==> config.mk <==
export PLATFORM = sky130hd
export DESIGN_NAME = irq_flag_bank
export DESIGN_NICKNAME = d
export VERILOG_FILES = /design/src/irq_flag_bank_pkg.sv /design/src/irq_flag_bank.sv /design/src/irq_flag_reg.sv
export SDC_FILE = /design/constraint.sdc
export NUM_CORES = 1
export LEC_CHECK = 0
export BUFFER_PORTS_ARGS = -buffer_cell sky130_fd_sc_hd__buf_2
export CAP_MARGIN = 20
export CELL_PAD_IN_SITES_DETAIL_PLACEMENT = 1
export CELL_PAD_IN_SITES_GLOBAL_PLACEMENT = 2
export CORE_ASPECT_RATIO = 0.6
export CORE_MARGIN = 3
export CORE_UTILIZATION = 26
export DETAILED_ROUTE_END_ITERATION = 8
export GPL_TIMING_DRIVEN = 0
export PLACE_DENSITY_LB_ADDON = 0.15
export SYNTH_ARGS = -nofsm -noshare
export SYNTH_HDL_FRONTEND = slang
export SYNTH_SLANG_ARGS = --single-unit
==> constraint.sdc <==
create_clock -name clk_sys -period 2.8 [get_ports clk_sys]
set_input_delay 0.42 -clock clk_sys [delete_from_list [all_inputs] [get_ports clk_sys]]
set_output_delay 0.42 -clock clk_sys [all_outputs]
set_load 0.03 [all_outputs]
==> src/irq_flag_bank_pkg.sv <==
// Package with register map, field positions and masks of the flag bank.
package irq_flag_bank_pkg;

    localparam int unsigned ADDR_W     = 4;
    localparam int unsigned FLAG_W     = 16;
    localparam int unsigned GROUP_CNT  = 3;

    // Byte offsets of the three flag registers on the bus.
    localparam logic [3:0] OFS_GROUP2 = 4'h0;
    localparam logic [3:0] OFS_GROUP3 = 4'h4;
    localparam logic [3:0] OFS_GROUP4 = 4'h8;

    localparam logic [15:0] RESET_VALUE = 16'h0000;

    // Implemented bit masks of each register.
    localparam logic [15:0] MASK_GROUP2 = 16'hDFFF;
    localparam logic [15:0] MASK_GROUP3 = 16'h21FF;
    localparam logic [15:0] MASK_GROUP4 = 16'h00F6;

    // Second register field positions.
    localparam int unsigned B2_TIMER6     = 15;
    localparam int unsigned B2_XFER_CH4   = 14;
    localparam int unsigned B2_OCMP8      = 12;
    localparam int unsigned B2_OCMP5      = 9;
    localparam int unsigned B2_ICAP6      = 8;
    localparam int unsigned B2_ICAP3      = 5;
    localparam int unsigned B2_XFER_CH3   = 4;
    localparam int unsigned B2_CAN1_EVENT = 3;
    localparam int unsigned B2_CAN1_RX    = 2;
    localparam int unsigned B2_SER2_EVENT = 1;
    localparam int unsigned B2_SER2_ERROR = 0;

    // Third register field positions.
    localparam int unsigned B3_XFER_CH5   = 13;
    localparam int unsigned B3_CAN2_EVENT = 8;
    localparam int unsigned B3_CAN2_RX    = 7;
    localparam int unsigned B3_EXT4       = 6;
    localparam int unsigned B3_EXT3       = 5;
    localparam int unsigned B3_TIMER9     = 4;
    localparam int unsigned B3_TIMER8     = 3;
    localparam int unsigned B3_TW2_MASTER = 2;
    localparam int unsigned B3_TW2_SLAVE  = 1;
    localparam int unsigned B3_TIMER7     = 0;

    // Fourth register field positions.
    localparam int unsigned B4_CAN2_TX    = 7;
    localparam int unsigned B4_CAN1_TX    = 6;
    localparam int unsigned B4_XFER_CH7   = 5;
    localparam int unsigned B4_XFER_CH6   = 4;
    localparam int unsigned B4_ASYNC2_ERR = 2;
    localparam int unsigned B4_ASYNC1_ERR = 1;

endpackage : irq_flag_bank_pkg

==> src/irq_flag_bank.sv <==
// Wishbone flag bank holding the second to fourth interrupt flag registers.
`timescale 1ns/1ps
`default_nettype none
module irq_flag_bank (
    input  wire logic        clk_sys,
    input  wire logic        rst_n,
    input  wire logic        wb_cyc_i,
    input  wire logic        wb_stb_i,
    input  wire logic        wb_we_i,
    input  wire logic [3:0]  wb_adr_i,
    input  wire logic [3:0]  wb_sel_i,
    input  wire logic [31:0] wb_dat_i,
    output logic      [31:0] wb_dat_o,
    output logic             wb_ack_o,
    output logic             wb_err_o,
    input  wire logic        timer6_pending,
    input  wire logic        timer7_pending,
    input  wire logic        timer8_pending,
    input  wire logic        timer9_pending,
    input  wire logic        xfer_ch3_done_pending,
    input  wire logic        xfer_ch4_done_pending,
    input  wire logic        xfer_ch5_done_pending,
    input  wire logic        xfer_ch6_done_pending,
    input  wire logic        xfer_ch7_done_pending,
    input  wire logic [3:0]  out_compare_pending,
    input  wire logic [3:0]  in_capture_pending,
    input  wire logic        can_ctrl1_event_pending,
    input  wire logic        can_ctrl1_rx_ready_pending,
    input  wire logic        can_ctrl1_tx_request_pending,
    input  wire logic        can_ctrl2_event_pending,
    input  wire logic        can_ctrl2_rx_ready_pending,
    input  wire logic        can_ctrl2_tx_request_pending,
    input  wire logic        serial_port2_event_pending,
    input  wire logic        serial_port2_error_pending,
    input  wire logic        twowire2_master_pending,
    input  wire logic        twowire2_slave_pending,
    input  wire logic        ext_irq3_pending,
    input  wire logic        ext_irq4_pending,
    input  wire logic        async1_error_pending,
    input  wire logic        async2_error_pending,
    output logic      [15:0] irq_flags_group2,
    output logic      [15:0] irq_flags_group3,
    output logic      [15:0] irq_flags_group4
);
    logic [15:0] ev2;
    logic [15:0] ev3;
    logic [15:0] ev4;
    logic        req;
    logic        hit2;
    logic        hit3;
    logic        hit4;
    logic        hit;
    logic        wr_ok;
    logic [15:0] rd_mux;

    always_comb
    begin
        ev2 = 16'h0000;
        ev2[irq_flag_bank_pkg::B2_TIMER6]     = timer6_pending;
        ev2[irq_flag_bank_pkg::B2_XFER_CH4]   = xfer_ch4_done_pending;
        ev2[irq_flag_bank_pkg::B2_OCMP8:irq_flag_bank_pkg::B2_OCMP5]
            = out_compare_pending;
        ev2[irq_flag_bank_pkg::B2_ICAP6:irq_flag_bank_pkg::B2_ICAP3]
            = in_capture_pending;
        ev2[irq_flag_bank_pkg::B2_XFER_CH3]   = xfer_ch3_done_pending;
        ev2[irq_flag_bank_pkg::B2_CAN1_EVENT] = can_ctrl1_event_pending;
        ev2[irq_flag_bank_pkg::B2_CAN1_RX]    = can_ctrl1_rx_ready_pending;
        ev2[irq_flag_bank_pkg::B2_SER2_EVENT] = serial_port2_event_pending;
        ev2[irq_flag_bank_pkg::B2_SER2_ERROR] = serial_port2_error_pending;
        ev3 = 16'h0000;
        ev3[irq_flag_bank_pkg::B3_XFER_CH5]   = xfer_ch5_done_pending;
        ev3[irq_flag_bank_pkg::B3_CAN2_EVENT] = can_ctrl2_event_pending;
        ev3[irq_flag_bank_pkg::B3_CAN2_RX]    = can_ctrl2_rx_ready_pending;
        ev3[irq_flag_bank_pkg::B3_EXT4]       = ext_irq4_pending;
        ev3[irq_flag_bank_pkg::B3_EXT3]       = ext_irq3_pending;
        ev3[irq_flag_bank_pkg::B3_TIMER9]     = timer9_pending;
        ev3[irq_flag_bank_pkg::B3_TIMER8]     = timer8_pending;
        ev3[irq_flag_bank_pkg::B3_TW2_MASTER] = twowire2_master_pending;
        ev3[irq_flag_bank_pkg::B3_TW2_SLAVE]  = twowire2_slave_pending;
        ev3[irq_flag_bank_pkg::B3_TIMER7]     = timer7_pending;
        ev4 = 16'h0000;
        ev4[irq_flag_bank_pkg::B4_CAN2_TX]    = can_ctrl2_tx_request_pending;
        ev4[irq_flag_bank_pkg::B4_CAN1_TX]    = can_ctrl1_tx_request_pending;
        ev4[irq_flag_bank_pkg::B4_XFER_CH7]   = xfer_ch7_done_pending;
        ev4[irq_flag_bank_pkg::B4_XFER_CH6]   = xfer_ch6_done_pending;
        ev4[irq_flag_bank_pkg::B4_ASYNC2_ERR] = async2_error_pending;
        ev4[irq_flag_bank_pkg::B4_ASYNC1_ERR] = async1_error_pending;
    end

    // A request is taken once; ack drops in the following cycle.
    assign req   = wb_cyc_i && wb_stb_i && !wb_ack_o && !wb_err_o;
    assign hit2  = wb_adr_i == irq_flag_bank_pkg::OFS_GROUP2;
    assign hit3  = wb_adr_i == irq_flag_bank_pkg::OFS_GROUP3;
    assign hit4  = wb_adr_i == irq_flag_bank_pkg::OFS_GROUP4;
    assign hit   = hit2 || hit3 || hit4;
    assign wr_ok = req && wb_we_i && hit;

    irq_flag_reg #(
        .IMPL_MASK (irq_flag_bank_pkg::MASK_GROUP2)
    ) u_group2 (
        .clk_sys (clk_sys),
        .rst_n   (rst_n),
        .wr_lo   (wr_ok && hit2 && wb_sel_i[0]),
        .wr_hi   (wr_ok && hit2 && wb_sel_i[1]),
        .wr_data (wb_dat_i[15:0]),
        .events  (ev2),
        .flags_q (irq_flags_group2)
    );

    irq_flag_reg #(
        .IMPL_MASK (irq_flag_bank_pkg::MASK_GROUP3)
    ) u_group3 (
        .clk_sys (clk_sys),
        .rst_n   (rst_n),
        .wr_lo   (wr_ok && hit3 && wb_sel_i[0]),
        .wr_hi   (wr_ok && hit3 && wb_sel_i[1]),
        .wr_data (wb_dat_i[15:0]),
        .events  (ev3),
        .flags_q (irq_flags_group3)
    );

    irq_flag_reg #(
        .IMPL_MASK (irq_flag_bank_pkg::MASK_GROUP4)
    ) u_group4 (
        .clk_sys (clk_sys),
        .rst_n   (rst_n),
        .wr_lo   (wr_ok && hit4 && wb_sel_i[0]),
        .wr_hi   (wr_ok && hit4 && wb_sel_i[1]),
        .wr_data (wb_dat_i[15:0]),
        .events  (ev4),
        .flags_q (irq_flags_group4)
    );

    always_comb
    begin
        rd_mux = 16'h0000;
        if (hit2)
            rd_mux = irq_flags_group2;
        else if (hit3)
            rd_mux = irq_flags_group3;
        else if (hit4)
            rd_mux = irq_flags_group4;
    end

    always_ff @(posedge clk_sys)
    begin
        if (!rst_n)
        begin
            wb_ack_o <= 1'b0;
            wb_err_o <= 1'b0;
        end
        else
        begin
            wb_ack_o <= req && hit;
            wb_err_o <= req && !hit;
        end
    end

    always_ff @(posedge clk_sys)
    begin
        if (!rst_n)
            wb_dat_o <= 32'h0000_0000;
        else if (req && !wb_we_i && hit)
            wb_dat_o <= {16'h0000, rd_mux};
    end

    ack_one_cycle_a: assert property (@(posedge clk_sys) disable iff (!rst_n)
        wb_ack_o |=> !wb_ack_o)
        else $error("Acknowledge held longer than one cycle.");

    ack_timing_a: assert property (@(posedge clk_sys) disable iff (!rst_n)
        req && hit |=> wb_ack_o)
        else $error("Mapped access not acknowledged next cycle.");

    timer6_pos_a: assert property (
        @(posedge clk_sys) disable iff (!rst_n)
        timer6_pending |=> irq_flags_group2[15])
        else $error("Timer six flag not set.");

    timer7_pos_a: assert property (
        @(posedge clk_sys) disable iff (!rst_n)
        timer7_pending |=> irq_flags_group3[0])
        else $error("Timer seven flag not set.");

    timer8_pos_a: assert property (
        @(posedge clk_sys) disable iff (!rst_n)
        timer8_pending |=> irq_flags_group3[3])
        else $error("Timer eight flag not set.");

    timer9_pos_a: assert property (
        @(posedge clk_sys) disable iff (!rst_n)
        timer9_pending |=> irq_flags_group3[4])
        else $error("Timer nine flag not set.");

    can2_pos_a: assert property (
        @(posedge clk_sys) disable iff (!rst_n)
        can_ctrl2_tx_request_pending |=> irq_flags_group4[7])
        else $error("Bus controller two transmit flag not set.");

    can2_ev_pos_a: assert property (
        @(posedge clk_sys) disable iff (!rst_n)
        can_ctrl2_event_pending |=> irq_flags_group3[8])
        else $error("Bus controller two event flag not set.");

    can2_rx_pos_a: assert property (
        @(posedge clk_sys) disable iff (!rst_n)
        can_ctrl2_rx_ready_pending |=> irq_flags_group3[7])
        else $error("Bus controller two receive flag not set.");

    ser_pos_a: assert property (
        @(posedge clk_sys) disable iff (!rst_n)
        serial_port2_error_pending |=> irq_flags_group2[0])
        else $error("Serial port error flag not set.");

    ser_ev_pos_a: assert property (
        @(posedge clk_sys) disable iff (!rst_n)
        serial_port2_event_pending |=> irq_flags_group2[1])
        else $error("Serial port event flag not set.");

    tw_master_pos_a: assert property (
        @(posedge clk_sys) disable iff (!rst_n)
        twowire2_master_pending |=> irq_flags_group3[2])
        else $error("Two-wire master flag not set.");

    tw_slave_pos_a: assert property (
        @(posedge clk_sys) disable iff (!rst_n)
        twowire2_slave_pending |=> irq_flags_group3[1])
        else $error("Two-wire slave flag not set.");

    ext_pos_a: assert property (
        @(posedge clk_sys) disable iff (!rst_n)
        ext_irq4_pending |=> irq_flags_group3[6])
        else $error("External four flag not set.");

    ext3_pos_a: assert property (
        @(posedge clk_sys) disable iff (!rst_n)
        ext_irq3_pending |=> irq_flags_group3[5])
        else $error("External three flag not set.");

    async1_pos_a: assert property (
        @(posedge clk_sys) disable iff (!rst_n)
        async1_error_pending |=> irq_flags_group4[1])
        else $error("Async one error flag not set.");

    async2_pos_a: assert property (
        @(posedge clk_sys) disable iff (!rst_n)
        async2_error_pending |=> irq_flags_group4[2])
        else $error("Async two error flag not set.");

    xfer_pos_a: assert property (
        @(posedge clk_sys) disable iff (!rst_n)
        xfer_ch5_done_pending |=> irq_flags_group3[13])
        else $error("Transfer five flag not set.");

    xfer3_pos_a: assert property (
        @(posedge clk_sys) disable iff (!rst_n)
        xfer_ch3_done_pending |=> irq_flags_group2[4])
        else $error("Transfer three flag not set.");

    xfer4_pos_a: assert property (
        @(posedge clk_sys) disable iff (!rst_n)
        xfer_ch4_done_pending |=> irq_flags_group2[14])
        else $error("Transfer four flag not set.");

    xfer6_pos_a: assert property (
        @(posedge clk_sys) disable iff (!rst_n)
        xfer_ch6_done_pending |=> irq_flags_group4[4])
        else $error("Transfer six flag not set.");

    xfer7_pos_a: assert property (
        @(posedge clk_sys) disable iff (!rst_n)
        xfer_ch7_done_pending |=> irq_flags_group4[5])
        else $error("Transfer seven flag not set.");

    can1_pos_a: assert property (
        @(posedge clk_sys) disable iff (!rst_n)
        can_ctrl1_event_pending |=> irq_flags_group2[3])
        else $error("Bus controller one event flag not set.");

    can1_rx_pos_a: assert property (
        @(posedge clk_sys) disable iff (!rst_n)
        can_ctrl1_rx_ready_pending |=> irq_flags_group2[2])
        else $error("Bus controller one receive flag not set.");

    can1_tx_pos_a: assert property (
        @(posedge clk_sys) disable iff (!rst_n)
        can_ctrl1_tx_request_pending |=> irq_flags_group4[6])
        else $error("Bus controller one transmit flag not set.");

    ocmp_pos_a: assert property (
        @(posedge clk_sys) disable iff (!rst_n)
        out_compare_pending[3] |=> irq_flags_group2[12])
        else $error("Compare eight flag not set.");

    ocmp5_pos_a: assert property (
        @(posedge clk_sys) disable iff (!rst_n)
        out_compare_pending[0] |=> irq_flags_group2[9])
        else $error("Compare five flag not set.");

    icap3_pos_a: assert property (
        @(posedge clk_sys) disable iff (!rst_n)
        in_capture_pending[0] |=> irq_flags_group2[5])
        else $error("Capture three flag not set.");

    reset_clear_a: assert property (
        @(posedge clk_sys)
        !rst_n |=> irq_flags_group2 == 16'h0000
            && irq_flags_group3 == 16'h0000
            && irq_flags_group4 == 16'h0000)
        else $error("Flags not cleared by reset.");

    read_zero_a: assert property (
        @(posedge clk_sys) disable iff (!rst_n)
        wb_ack_o |-> wb_dat_o[31:16] == 16'h0000)
        else $error("Upper read data not zero.");

endmodule : irq_flag_bank
`default_nettype wire

==> src/irq_flag_reg.sv <==
// One sticky flag register with software write and event set.
`timescale 1ns/1ps
`default_nettype none
module irq_flag_reg #(
    parameter logic [15:0] IMPL_MASK = 16'hFFFF
) (
    input  wire logic        clk_sys,
    input  wire logic        rst_n,
    input  wire logic        wr_lo,
    input  wire logic        wr_hi,
    input  wire logic [15:0] wr_data,
    input  wire logic [15:0] events,
    output logic      [15:0] flags_q
);
    logic [15:0] flags_d;
    logic [15:0] lane_mask;

    always_comb
    begin
        lane_mask = {{8{wr_hi}}, {8{wr_lo}}};
        flags_d   = (flags_q & ~lane_mask) | (wr_data & lane_mask);
        flags_d   = (flags_d | events) & IMPL_MASK;
    end

    always_ff @(posedge clk_sys)
    begin
        if (!rst_n)
            flags_q <= irq_flag_bank_pkg::RESET_VALUE;
        else
            flags_q <= flags_d;
    end

    unimpl_zero_a: assert property (
        @(posedge clk_sys) disable iff (!rst_n)
        ##1 (flags_q & ~IMPL_MASK) == 16'h0000)
        else $error("Unimplemented flag bit reads one.");

    event_wins_a: assert property (
        @(posedge clk_sys) disable iff (!rst_n)
        (events & IMPL_MASK) != 16'h0000
        |=> (flags_q & $past(events) & IMPL_MASK)
            == ($past(events) & IMPL_MASK))
        else $error("Event lost against software write.");

    hold_set_a: assert property (
        @(posedge clk_sys) disable iff (!rst_n)
        !wr_lo && !wr_hi |=> (flags_q & $past(flags_q)) == $past(flags_q))
        else $error("Pending flag dropped without a write.");

endmodule : irq_flag_reg
`default_nettype wire

==> results.md, run 1 <==
- Tmin final: between 1.5 and 2 ns
- Crit Path Class: in2reg
- Cts-stage hold buffer count: 0
- CTS buffer count: 5
- Synth top area share: 36.8%
- CP cell instances: buf_2 > nor4bb_1 > buf_4 > buf_2 > nand4_1 > o311a_1
- Top cell by count, worst path: buf_2
- Most used cells in the layout excluding fill and tap cells: buf_2 (113), dfxtp_1 (49), buf_4 (40)
- IR Drop Worst-Case VDD: 0.253 mV
- Initial cell density of the core: 27.9%
- Register area share after synthesis: 36.8%
- Worst-path clk slew: roughly 0.07 ns
- Max-slew violations: 0
- Synth Area in XOR/XNOR: 0%
- HPWL after DPL: 8.02 mm
- Peak Freq: 577 MHz
- Max clock buf depth: 2
- Critical path's slowest cell: nor4bb_1
- # diodes: 0
- Die area: 0.0115 mm^2
- Main synth FF type: dfxtp_1
- Vias in the first global route: 2689
- CORE AREA: between 0.009 and 0.01 mm^2
- Vias per cell: about 4.8
- Initial antenna violation count: 2
- Leading area contributor after synthesis: dfxtp_1
- Post-placement setup slack: 0.855 ns
- Worst Setup Start Kind: input port
- Reg2reg path depth: 4
- Routed via count: 2632
- Largest family of logic cells by synthesized area: simple AND/OR/NAND/NOR gates
- CP endpoint kind: flip-flop
- Drc violations: 0
- Power share of the clock group: 37.7%
- Worst slew pin tran: a little over 0.8 ns
- CTS tree: built
- Async set-reset flop share out of synthesis: 0%
- R2r startpoint: wb_err_o
- Htree depth: 2
- Setup repair bufs after CTS: 0
- Routability cong.: 0.774
- Synth cell types: 36
- Post-synthesis simple-gate area fraction: 20.9%
- Endpoints failing hold: 0
- Sw Share: 30.2%
- Commonest non-fill, non-tap cell in the layout: buf_2
- Global-route wire length before repair: 15.6 mm
- Top cells by area, synth: dfxtp_1 (37%), buf_4 (11%), a221oi_2 (8.5%)
- Sw Pwr: 0.575 mW
- P&R area growth vs syn: 36.8%
- Max-Cap Viols: 0
- Iteration-0 DRC Markers: 75
- Mapped Area: 0.00267 mm^2
- Pwr Total: 1.90 mW
- Synthesis-stage register bit count: 49
- CTS Sinks: 49
- Wire length per cell: 18.5 um
- Syn avg cell area: approximately 9.6 um^2
- Reg power frac: 39.8%
- Run status: finished clean
- CP peak stage delay: about 0.47 ns
- Final Cycle Share: between 60 and 70%
- Syn Inst Count: 279
- Worst R2R End: u_group2.flags_q[8]
- Share of cells above drive strength 1: 44.1%
- R2R Setup Slk: 1.22 ns
- Drt pass-1 iters: 4
- Min-Delay Startpoint: timer7_pending
- Global route overflow: 0
- PortBufs: 105
- Leak: 1.78 nW
- Post-synthesis adder-cell area fraction: 0%
- Die W: 137 um
- Largest net degree at the start of global routing: 15
- Synth Area in Compound Gates: 20.4%
- Setup TNS Final: 0 ns
- CP Max Fanout: 10
- Hold-critical path endpoint: u_group3.flags_q[0]
- RSZ-0062 raised after global routing: no
- Post-CTS sizing: 0
- Hold WC Path Type: in2reg
- P_int: 1.33 mW
- CP arrival: 1.91 ns
- Ports: 158
- Clk root buf: clkbuf_16
- Final nets: 499
- Area of the multi-input gates: 0.00142 mm^2
- Ys Warns: 0
- Clk Latency, worst-skew pair: 0.29 ns
- Power Density: around 520 mW/mm^2
- Die Span Y: ~84 um
- Total track usage: 17.7%
- Std-Cell Rows: 27
- Hold depth: 2
- Worst clock skew: roughly 0.0056 ns
- Worst setup margin: 1.07 ns
- Worst slew margin: 45.3%
- Seq. cell area: around 980 um^2
- Fillers: 1162
- Post-Route WL: 10.3 mm
- DRT antenna net count: 0
- Mux contribution to synthesized area: 7.28%
- Final setup fails: 0
- WP data required: roughly 3.0 ns
- Number of synthesized flops with an enable pin: 0
- Combinational Power Share: between 20 and 25%
- Final Util: 38.1%
-- logic make-up (layout without fill, tap and decap cells) --
kind of cell | after synthesis | count (layout)
buffers and inverters | 56 | 169
muxes | 19 | 19
AOI/OAI and AO/OA | 51 | 51
and+or+nand+nor | 103 | 103
DFF | 49 | 49
other | 1 | 33
-- worst max-delay path: cells and delay by family --
kind	cells	cell delay, ns
simple gates	2	0.62
buf+inv	3	0.71
compound gates	1	0.14
-- registers in the layout (all words and copies together) (netlist names) --
signal and count:
u_group2.flags_q 15, u_group3.flags_q 10, u_group4.flags_q 6, wb_ack_o 1, wb_dat_o 16, wb_err_o 1
-- cells in the mapped netlist (all sizes together) (3+ instances only) --
cell and number:
buf 50, dfxtp 49, nor2 31, mux2i 16, nor3 16, a221oi 15
nand2 15, nand4 14, o311a 14, nand3 10, a211oi 8, a2bb2oi 6
a31oi 6, and3 5, clkbuf 5, mux2 3, nor3b 3
-- layer usage --
metal / global-route usage [%] / share of wire, % / vias to the layer above
met4: 2.93 / 0.92 / 4
li1: - / - / 1271
met2: 24.3 / 39 / 99
met3: 4.37 / 7.6 / 10
met1: 27.9 / 52 / 1248
met5: 0 / 0.26 / -
-- cell type report --
type / instances / area share, %
plain buffers: 55 / 10.5
clock buffers: 7 / 3.91
clock inverters: 1 / 0.824
inverters: 1 / 0.103
multi-input cells: 206 / 38.9
flip-flops and latches: 49 / 26.9
well taps: 130 / 4.46
repair buffers: 105 / 14.4
-- power by group through the flow --
stage          Combinational, mW  Clock [mW]  Sequential [mW]
2_1_floorplan              0.217           0            0.838
3_3_place_gp               0.420           0            0.773
3_5_place_dp               0.426           0            0.773
4_1_cts                    0.427       0.741            0.757
5_1_grt                    0.459       0.769            0.763
6_report                   0.428       0.719            0.758
-- metrics by stage --
| stage | instances | hold slack, ns | cell area, um^2 |
|---|---|---|---|
| 2_1_floorplan | 311 | 0.582 | 2790 |
| 3_3_place_gp | 546 | 0.447 | 3470 |
| 3_5_place_dp | 546 | 0.450 | 3470 |
| 4_1_cts | 554 | 0.384 | 3650 |
| 5_1_grt | 554 | 0.401 | 3650 |
| 6_report | 554 | 0.391 | 3650 |
-- worst max path at each step --
stage,startpoint,to,slack [ns]
2_1_floorplan,wb_err_o,u_group2.flags_q[10],1.29
5_1_grt,wb_adr_i[1],u_group3.flags_q[3],1.07
3_3_place_gp,wb_adr_i[1],u_group3.flags_q[7],0.90
3_5_place_dp,wb_adr_i[1],u_group4.flags_q[2],0.86
6_report,wb_adr_i[1],u_group3.flags_q[2],1.07
4_1_cts,wb_adr_i[1],u_group4.flags_q[2],1.14
Power figures use the tool's default switching activity.
==> run 2, diff against run 1 <==
Settings changed: CORE_UTILIZATION 26 to 24.
Clock period 2.8 ns to 1.6 ns, I/O delays scaled along.
==> run 2 against run 1 <==
Hold slack worse by 0.18 ns. Flip-flop and latch count unchanged. Combinational power up 75%. Non-clock buffer count unchanged. Critical path depth down 1. Design area up 0.69%. Sequential power up 75%. Die area up 7.8%. Final cell count up 1.6%. Routed wire length up 1.6%. Via count down 1.1%. Power up 76%. Critical endpoint is now wb_dat_o[4]. Largest cell class unchanged. Highest routed layer is now met4.
==> results.md, run 2 (synthesis gave the netlist of run 1 again) <==
- Run status: finished clean
- CP Max Fanout: 10 (unchanged)
- Post-Route WL: 10.4 mm (+1.6%)
- Std-Cell Rows: 29 (+7.4%)
- Die Span Y: 87.6 um (+3.8%)
- # diodes: 0 (unchanged)
- Cts-stage hold buffer count: 0 (unchanged)
- Final nets: 499 (unchanged)
- Post-CTS sizing: 0 (unchanged)
- Initial cell density of the core: 24.9% (-3.0 points)
- Drt pass-1 iters: 4 (unchanged)
- DRT antenna net count: 0 (unchanged)
- Tmin final: 1.47 ns
- Worst hold margin: 0.207 ns (-0.184 ns)
- CTS buffer count: 5 (unchanged)
- PortBufs: 105 (unchanged)
- IR Drop Worst-Case VDD: 0.404 mV (+59%)
- Hold WC Path Type: in2reg
- Biggest regs: wb_dat_o (16), u_group2.flags_q (15), u_group3.flags_q (10)
- Largest net degree at the start of global routing: 15 (unchanged)
- HPWL after DPL: 8.19 mm (+2.1%)
- CORE AREA: 0.0107 mm^2 (+12%)
- Power Density: 912 mW/mm^2 (+75%)
- Peak Freq: 680 MHz
- CTS tree: built
- Worst clock skew: 0.00603 ns (+0.000468 ns)
- Max-slew violations: 0 (unchanged)
- Vias in the first global route: 2622 (-2.5%)
- Setup repair bufs after CTS: 0 (unchanged)
- WP data required: 1.81 ns (-1.17 ns)
- CP endpoint kind: flip-flop
- Worst slew margin: 43.6% (-1.7 points)
- Htree depth: 2 (unchanged)
- Most used cells in the layout excluding fill and tap cells: buf_2 (112), dfxtp_1 (49), buf_4 (39)
- Max-Cap Viols: 0 (unchanged)
- RSZ-0062 raised after global routing: no
- Fillers: 1287 (+11%)
- Pwr Total: 3.35 mW (+76%)
- Endpoints failing hold: 0 (unchanged)
- Worst slew pin tran: 0.846 ns (+0.0259 ns)
- Crit Path Class: reg2reg
- Commonest non-fill, non-tap cell in the layout: buf_2
- Clk root buf: clkbuf_16
- Max clock buf depth: 2 (unchanged)
- Area of the multi-input gates: 0.00143 mm^2 (+0.53%)
- Global-route wire length before repair: 15.6 mm (unchanged)
- Die W: 142 um (+3.9%)
- Share of cells above drive strength 1: 44.1% (unchanged)
- Worst-path clk slew: 0.07 ns (about the same)
- Iteration-0 DRC Markers: 86 (+15%)
- Wire length per cell: 18.5 um (about the same)
- Global route overflow: 0 (unchanged)
- Ports: 158 (unchanged)
- Final Cycle Share: 91.9%
- Initial antenna violation count: 0 (-2)
- Clk Latency, worst-skew pair: 0.29 ns (about the same)
- CTS Sinks: 49 (unchanged)
- Seq. cell area: 981 um^2 (unchanged)
- Total track usage: 16.5% (-1.2 points)
- Final Util: 34.3% (-3.8 points)
- Drc violations: 0 (unchanged)
- CP arrival: 1.68 ns (-0.23 ns)
- Largest register FFs: 16 (unchanged)
- Routability cong.: 0.756 (-2.3%)
- Worst Setup Start Kind: flip-flop
- Die area: 0.0124 mm^2 (+7.8%)
- Final setup fails: 0 (unchanged)
- Leak: 1.78 nW (about the same)
- Largest Register: wb_dat_o
- Routed via count: 2602 (-1.1%)
- Vias per cell: 4.62 (-2.7%)
- P&R area growth vs syn: 37.7%
run 2: cell types whose count changed in the layout (fill, tap and decap cells not counted):
cell / before / now
buf_2: 113 / 112
buf_4: 40 / 39
buf_6: 2 / 3
clkbuf_4: 0 / 1
nand3_2: 1 / 0
nand3_4: 1 / 2
run 2: critical path, stage by stage (launching register included):
cell and delay, ns:
dfxtp_1 0.31, and4bb_2 0.37, buf_6 0.19, buf_4 0.21
a31oi_1 0.09, a211oi_1 0.21
run 2: worst paths after layout:
path / start / end / slack, ns / depth (start not counted)
min reg2reg: wb_dat_o[8] / wb_dat_o[8] / 0.47 / 2
min: twowire2_master_pending / u_group3.flags_q[2] / 0.21 / 2
max reg2reg: wb_ack_o / wb_dat_o[4] / 0.13 / 5
max: wb_ack_o / wb_dat_o[4] / 0.13 / 5
run 2: where the power goes:
| group | switching (mW) | internal, mW |
|---|---|---|
| Sequential | 0.0482 | 1.28 |
| Combinational | 0.484 | 0.264 |
| Clock | 0.486 | 0.783 |
run 2: cell type report:
cell class / count / area share, %
plain buffers: 55 / 10.6
clock buffers: 7 / 3.89
clock inverters: 1 / 0.818
inverters: 1 / 0.102
multi-input cells: 206 / 38.9
flip-flops and latches: 49 / 26.7
well taps: 139 / 4.74
repair buffers: 105 / 14.3
run 2: metal layers:
metal	GRT usage (%)	vias up	routed length [um]
met3	4.15	4	588
met1	25.6	1247	5530
li1	-	1274	-
met2	22.7	77	4260
met4	3.22	0	45
met5	0	-	0
run 2: stage by stage:
step	TNS, ns	std cells	setup WS (ns)	instance area [um^2]
after floorplan	0	311	0.0883	2790
after global placement	-2.03	555	-0.137	3480
after detailed placement	-1.23	555	-0.0700	3480
after CTS	0	563	0.00458	3660
after global routing	0	563	0.0313	3670
final	0	563	0.129	3670
==> run 3, diff against run 2 <==
Settings changed: PLACE_DENSITY_LB_ADDON 0.15 to 0.1.
==> run 3 against run 2 <==
Routed wire length decreased by 1.9%. Power decreased by 6.3%. Sequential share of layout area increased by 0.25 points. Design area decreased by 0.92%. Clock-buffer cell count decreased by 2. Die area unchanged. Critical path depth unchanged. Register-to-register slack got worse by 0.03 ns. Setup slack got worse by 0.034 ns.
==> results.md, run 3 (synthesis gave the netlist of run 1 again) <==
- Run status: finished clean
- IR Drop Worst-Case VDD: 0.447 mV (+11%)
- PortBufs: 105 (unchanged)
- R2R Setup Slk: 0.1 ns (-0.03 ns)
- Worst slew margin: 45.5% (+1.9 points)
- Endpoints failing hold: 0 (unchanged)
- Worst setup margin: 0.0952 ns (-0.0337 ns)
- Vias per cell: 4.61 (-0.27%)
- Post-Route WL: 10.2 mm (-1.9%)
- Global route overflow: 0 (unchanged)
- CTS buffer count: 5 (unchanged)
- Worst clock skew: 0.00260 ns (-0.00343 ns)
- Commonest non-fill, non-tap cell in the layout: buf_2
- CP peak stage delay: 0.37 ns (about the same)
- Drt pass-1 iters: 4 (unchanged)
- Power Density: 862 mW/mm^2 (-5.4%)
- Largest Register: wb_dat_o
- Post-CTS sizing: 0 (unchanged)
- CP cell instances: and4bb_4 > buf_6 > buf_4 > a31oi_1 > a211oi_1
- Largest register FFs: 16 (unchanged)
- Die area: 0.0124 mm^2 (unchanged)
- Fillers: 1305 (+1.4%)
- CP endpoint kind: flip-flop
- Buf+Inv Stages, Crit Path: 2 (unchanged)
- Biggest regs: wb_dat_o (16), u_group2.flags_q (15), u_group3.flags_q (10)
- Total track usage: 16.3% (-0.16 points)
- P&R area growth vs syn: 36.5%
- Hold WC Path Type: in2reg
- Tmin final: 1.50 ns (+0.0337 ns)
- # diodes: 0 (unchanged)
- Leak: 1.77 nW (-0.77%)
- Final nets: 499 (unchanged)
- Initial antenna violation count: 1 (+1)
- Worst hold margin: 0.213 ns (+0.00611 ns)
- Peak Freq: 665 MHz (-2.2%)
- Routed via count: 2595 (-0.27%)
- Ports: 158 (unchanged)
- Die W: 142 um (unchanged)
- Design Area, Final: 0.00364 mm^2 (-0.92%)
- Vias in the first global route: 2684 (+2.4%)
- Clk root buf: clkbuf_16
- Reg2reg path depth: 5 (unchanged)
- Clk Latency, worst-skew pair: 0.29 ns (about the same)
- Worst-path clk slew: 0.07 ns (about the same)
- Seq. cell area: 981 um^2 (unchanged)
- Crit Path Class: reg2reg
- Crit path depth: 5 (unchanged)
- Drc violations: 0 (unchanged)
- Most used cells in the layout excluding fill and tap cells: buf_2 (112), dfxtp_1 (49), buf_4 (39)
- CTS Sinks: 49 (unchanged)
- Iteration-0 DRC Markers: 140 (+63%)
- WP data required: 1.80 ns (about the same)
- CORE AREA: 0.0107 mm^2 (unchanged)
- Cts-stage hold buffer count: 0 (unchanged)
- CP Max Fanout: 10 (unchanged)
- CTS tree: built
- Area of the multi-input gates: 0.00142 mm^2 (-0.26%)
- DP Area: 0.00348 mm^2 (unchanged)
- RSZ-0062 raised after global routing: yes
- Die Span Y: 87.6 um (unchanged)
- Max-slew violations: 0 (unchanged)
- Global-route wire length before repair: 15.5 mm (-0.70%)
- Std-Cell Rows: 29 (unchanged)
- Wire length per cell: 18.2 um (-1.9%)
- Largest net degree at the start of global routing: 16 (+1)
- Post-placement setup slack: -0.122 ns (-0.0516 ns)
- Min-Delay Startpoint: xfer_ch6_done_pending
- Worst slew pin tran: 0.818 ns (-0.0285 ns)
- Max clock buf depth: 2 (unchanged)
- Critical path's slowest cell: and4bb_4
- Initial cell density of the core: 24.9% (unchanged)
- Max-Cap Viols: 0 (unchanged)
- Hold depth: 2 (unchanged)
- R2r startpoint: wb_err_o
- DRT antenna net count: 0 (unchanged)
- Top delay family on crit path: simple AND/OR/NAND/NOR gates
- HPWL after DPL: 8.16 mm (-0.41%)
- Htree depth: 2 (unchanged)
- Routability cong.: 0.773 (+2.3%)
- CP arrival: 1.70 ns (+0.02 ns)
- Final Cycle Share: 94.1% (+2.1 points)
- Share of cells above drive strength 1: 44.3% (+0.24 points)
- Worst Setup Start Kind: flip-flop
- Setup repair bufs after CTS: 0 (unchanged)
- Final setup fails: 0 (unchanged)
- Critical path launch point: wb_err_o
==> run 3: per-stage QoR <==
stage	total power [mW]	instances	utilization [%]	TNS, ns
4_1_cts	3.18	563	33.9	0
5_1_grt	3.30	563	34.0	-0.0218
3_3_place_gp	2.09	555	32.6	-1.89
2_1_floorplan	1.85	311	-	0
3_5_place_dp	2.10	555	32.6	-1.81
6_report	3.14	563	34.0	0
==> run 3: where the power goes <==
group	internal [mW]	leakage, nW	switching, mW	total, mW
combinational	0.266	1.29	0.482	0.747
sequential	1.28	0.405	0.0483	1.33
clock	0.575	0.0696	0.486	1.06
total	2.12	1.77	1.02	3.14
==> run 3: cell type report <==
class                   instances  area share [%]
repair buffers                105            14.4
multi-input cells             206            39.1
well taps                     139            4.78
plain buffers                  55            10.7
flip-flops and latches         49            27.0
inverters                       1           0.103
clock buffers                   5            3.44
clock inverters                 3           0.482
==> run 3: worst reg2reg max path, stage by stage (launching register included) <==
cell	delay (ns)
dfxtp_1	0.31
and4bb_4	0.37
buf_6	0.17
buf_4	0.20
a31oi_1	0.11
a211oi_1	0.25
==> run 3: worst paths after layout <==
path | end
min | u_group4.flags_q[4]
max | wb_dat_o[7]
max reg2reg | wb_dat_o[7]
min reg2reg | wb_dat_o[11]
==> run 3: metal layers <==
layer	wire length, um	up-vias	GRT usage (%)
met3	692	6	4.64
li1	-	1273	-
met5	13	-	0
met4	34	2	2.09
met2	4060	87	23.1
met1	5430	1227	25.0
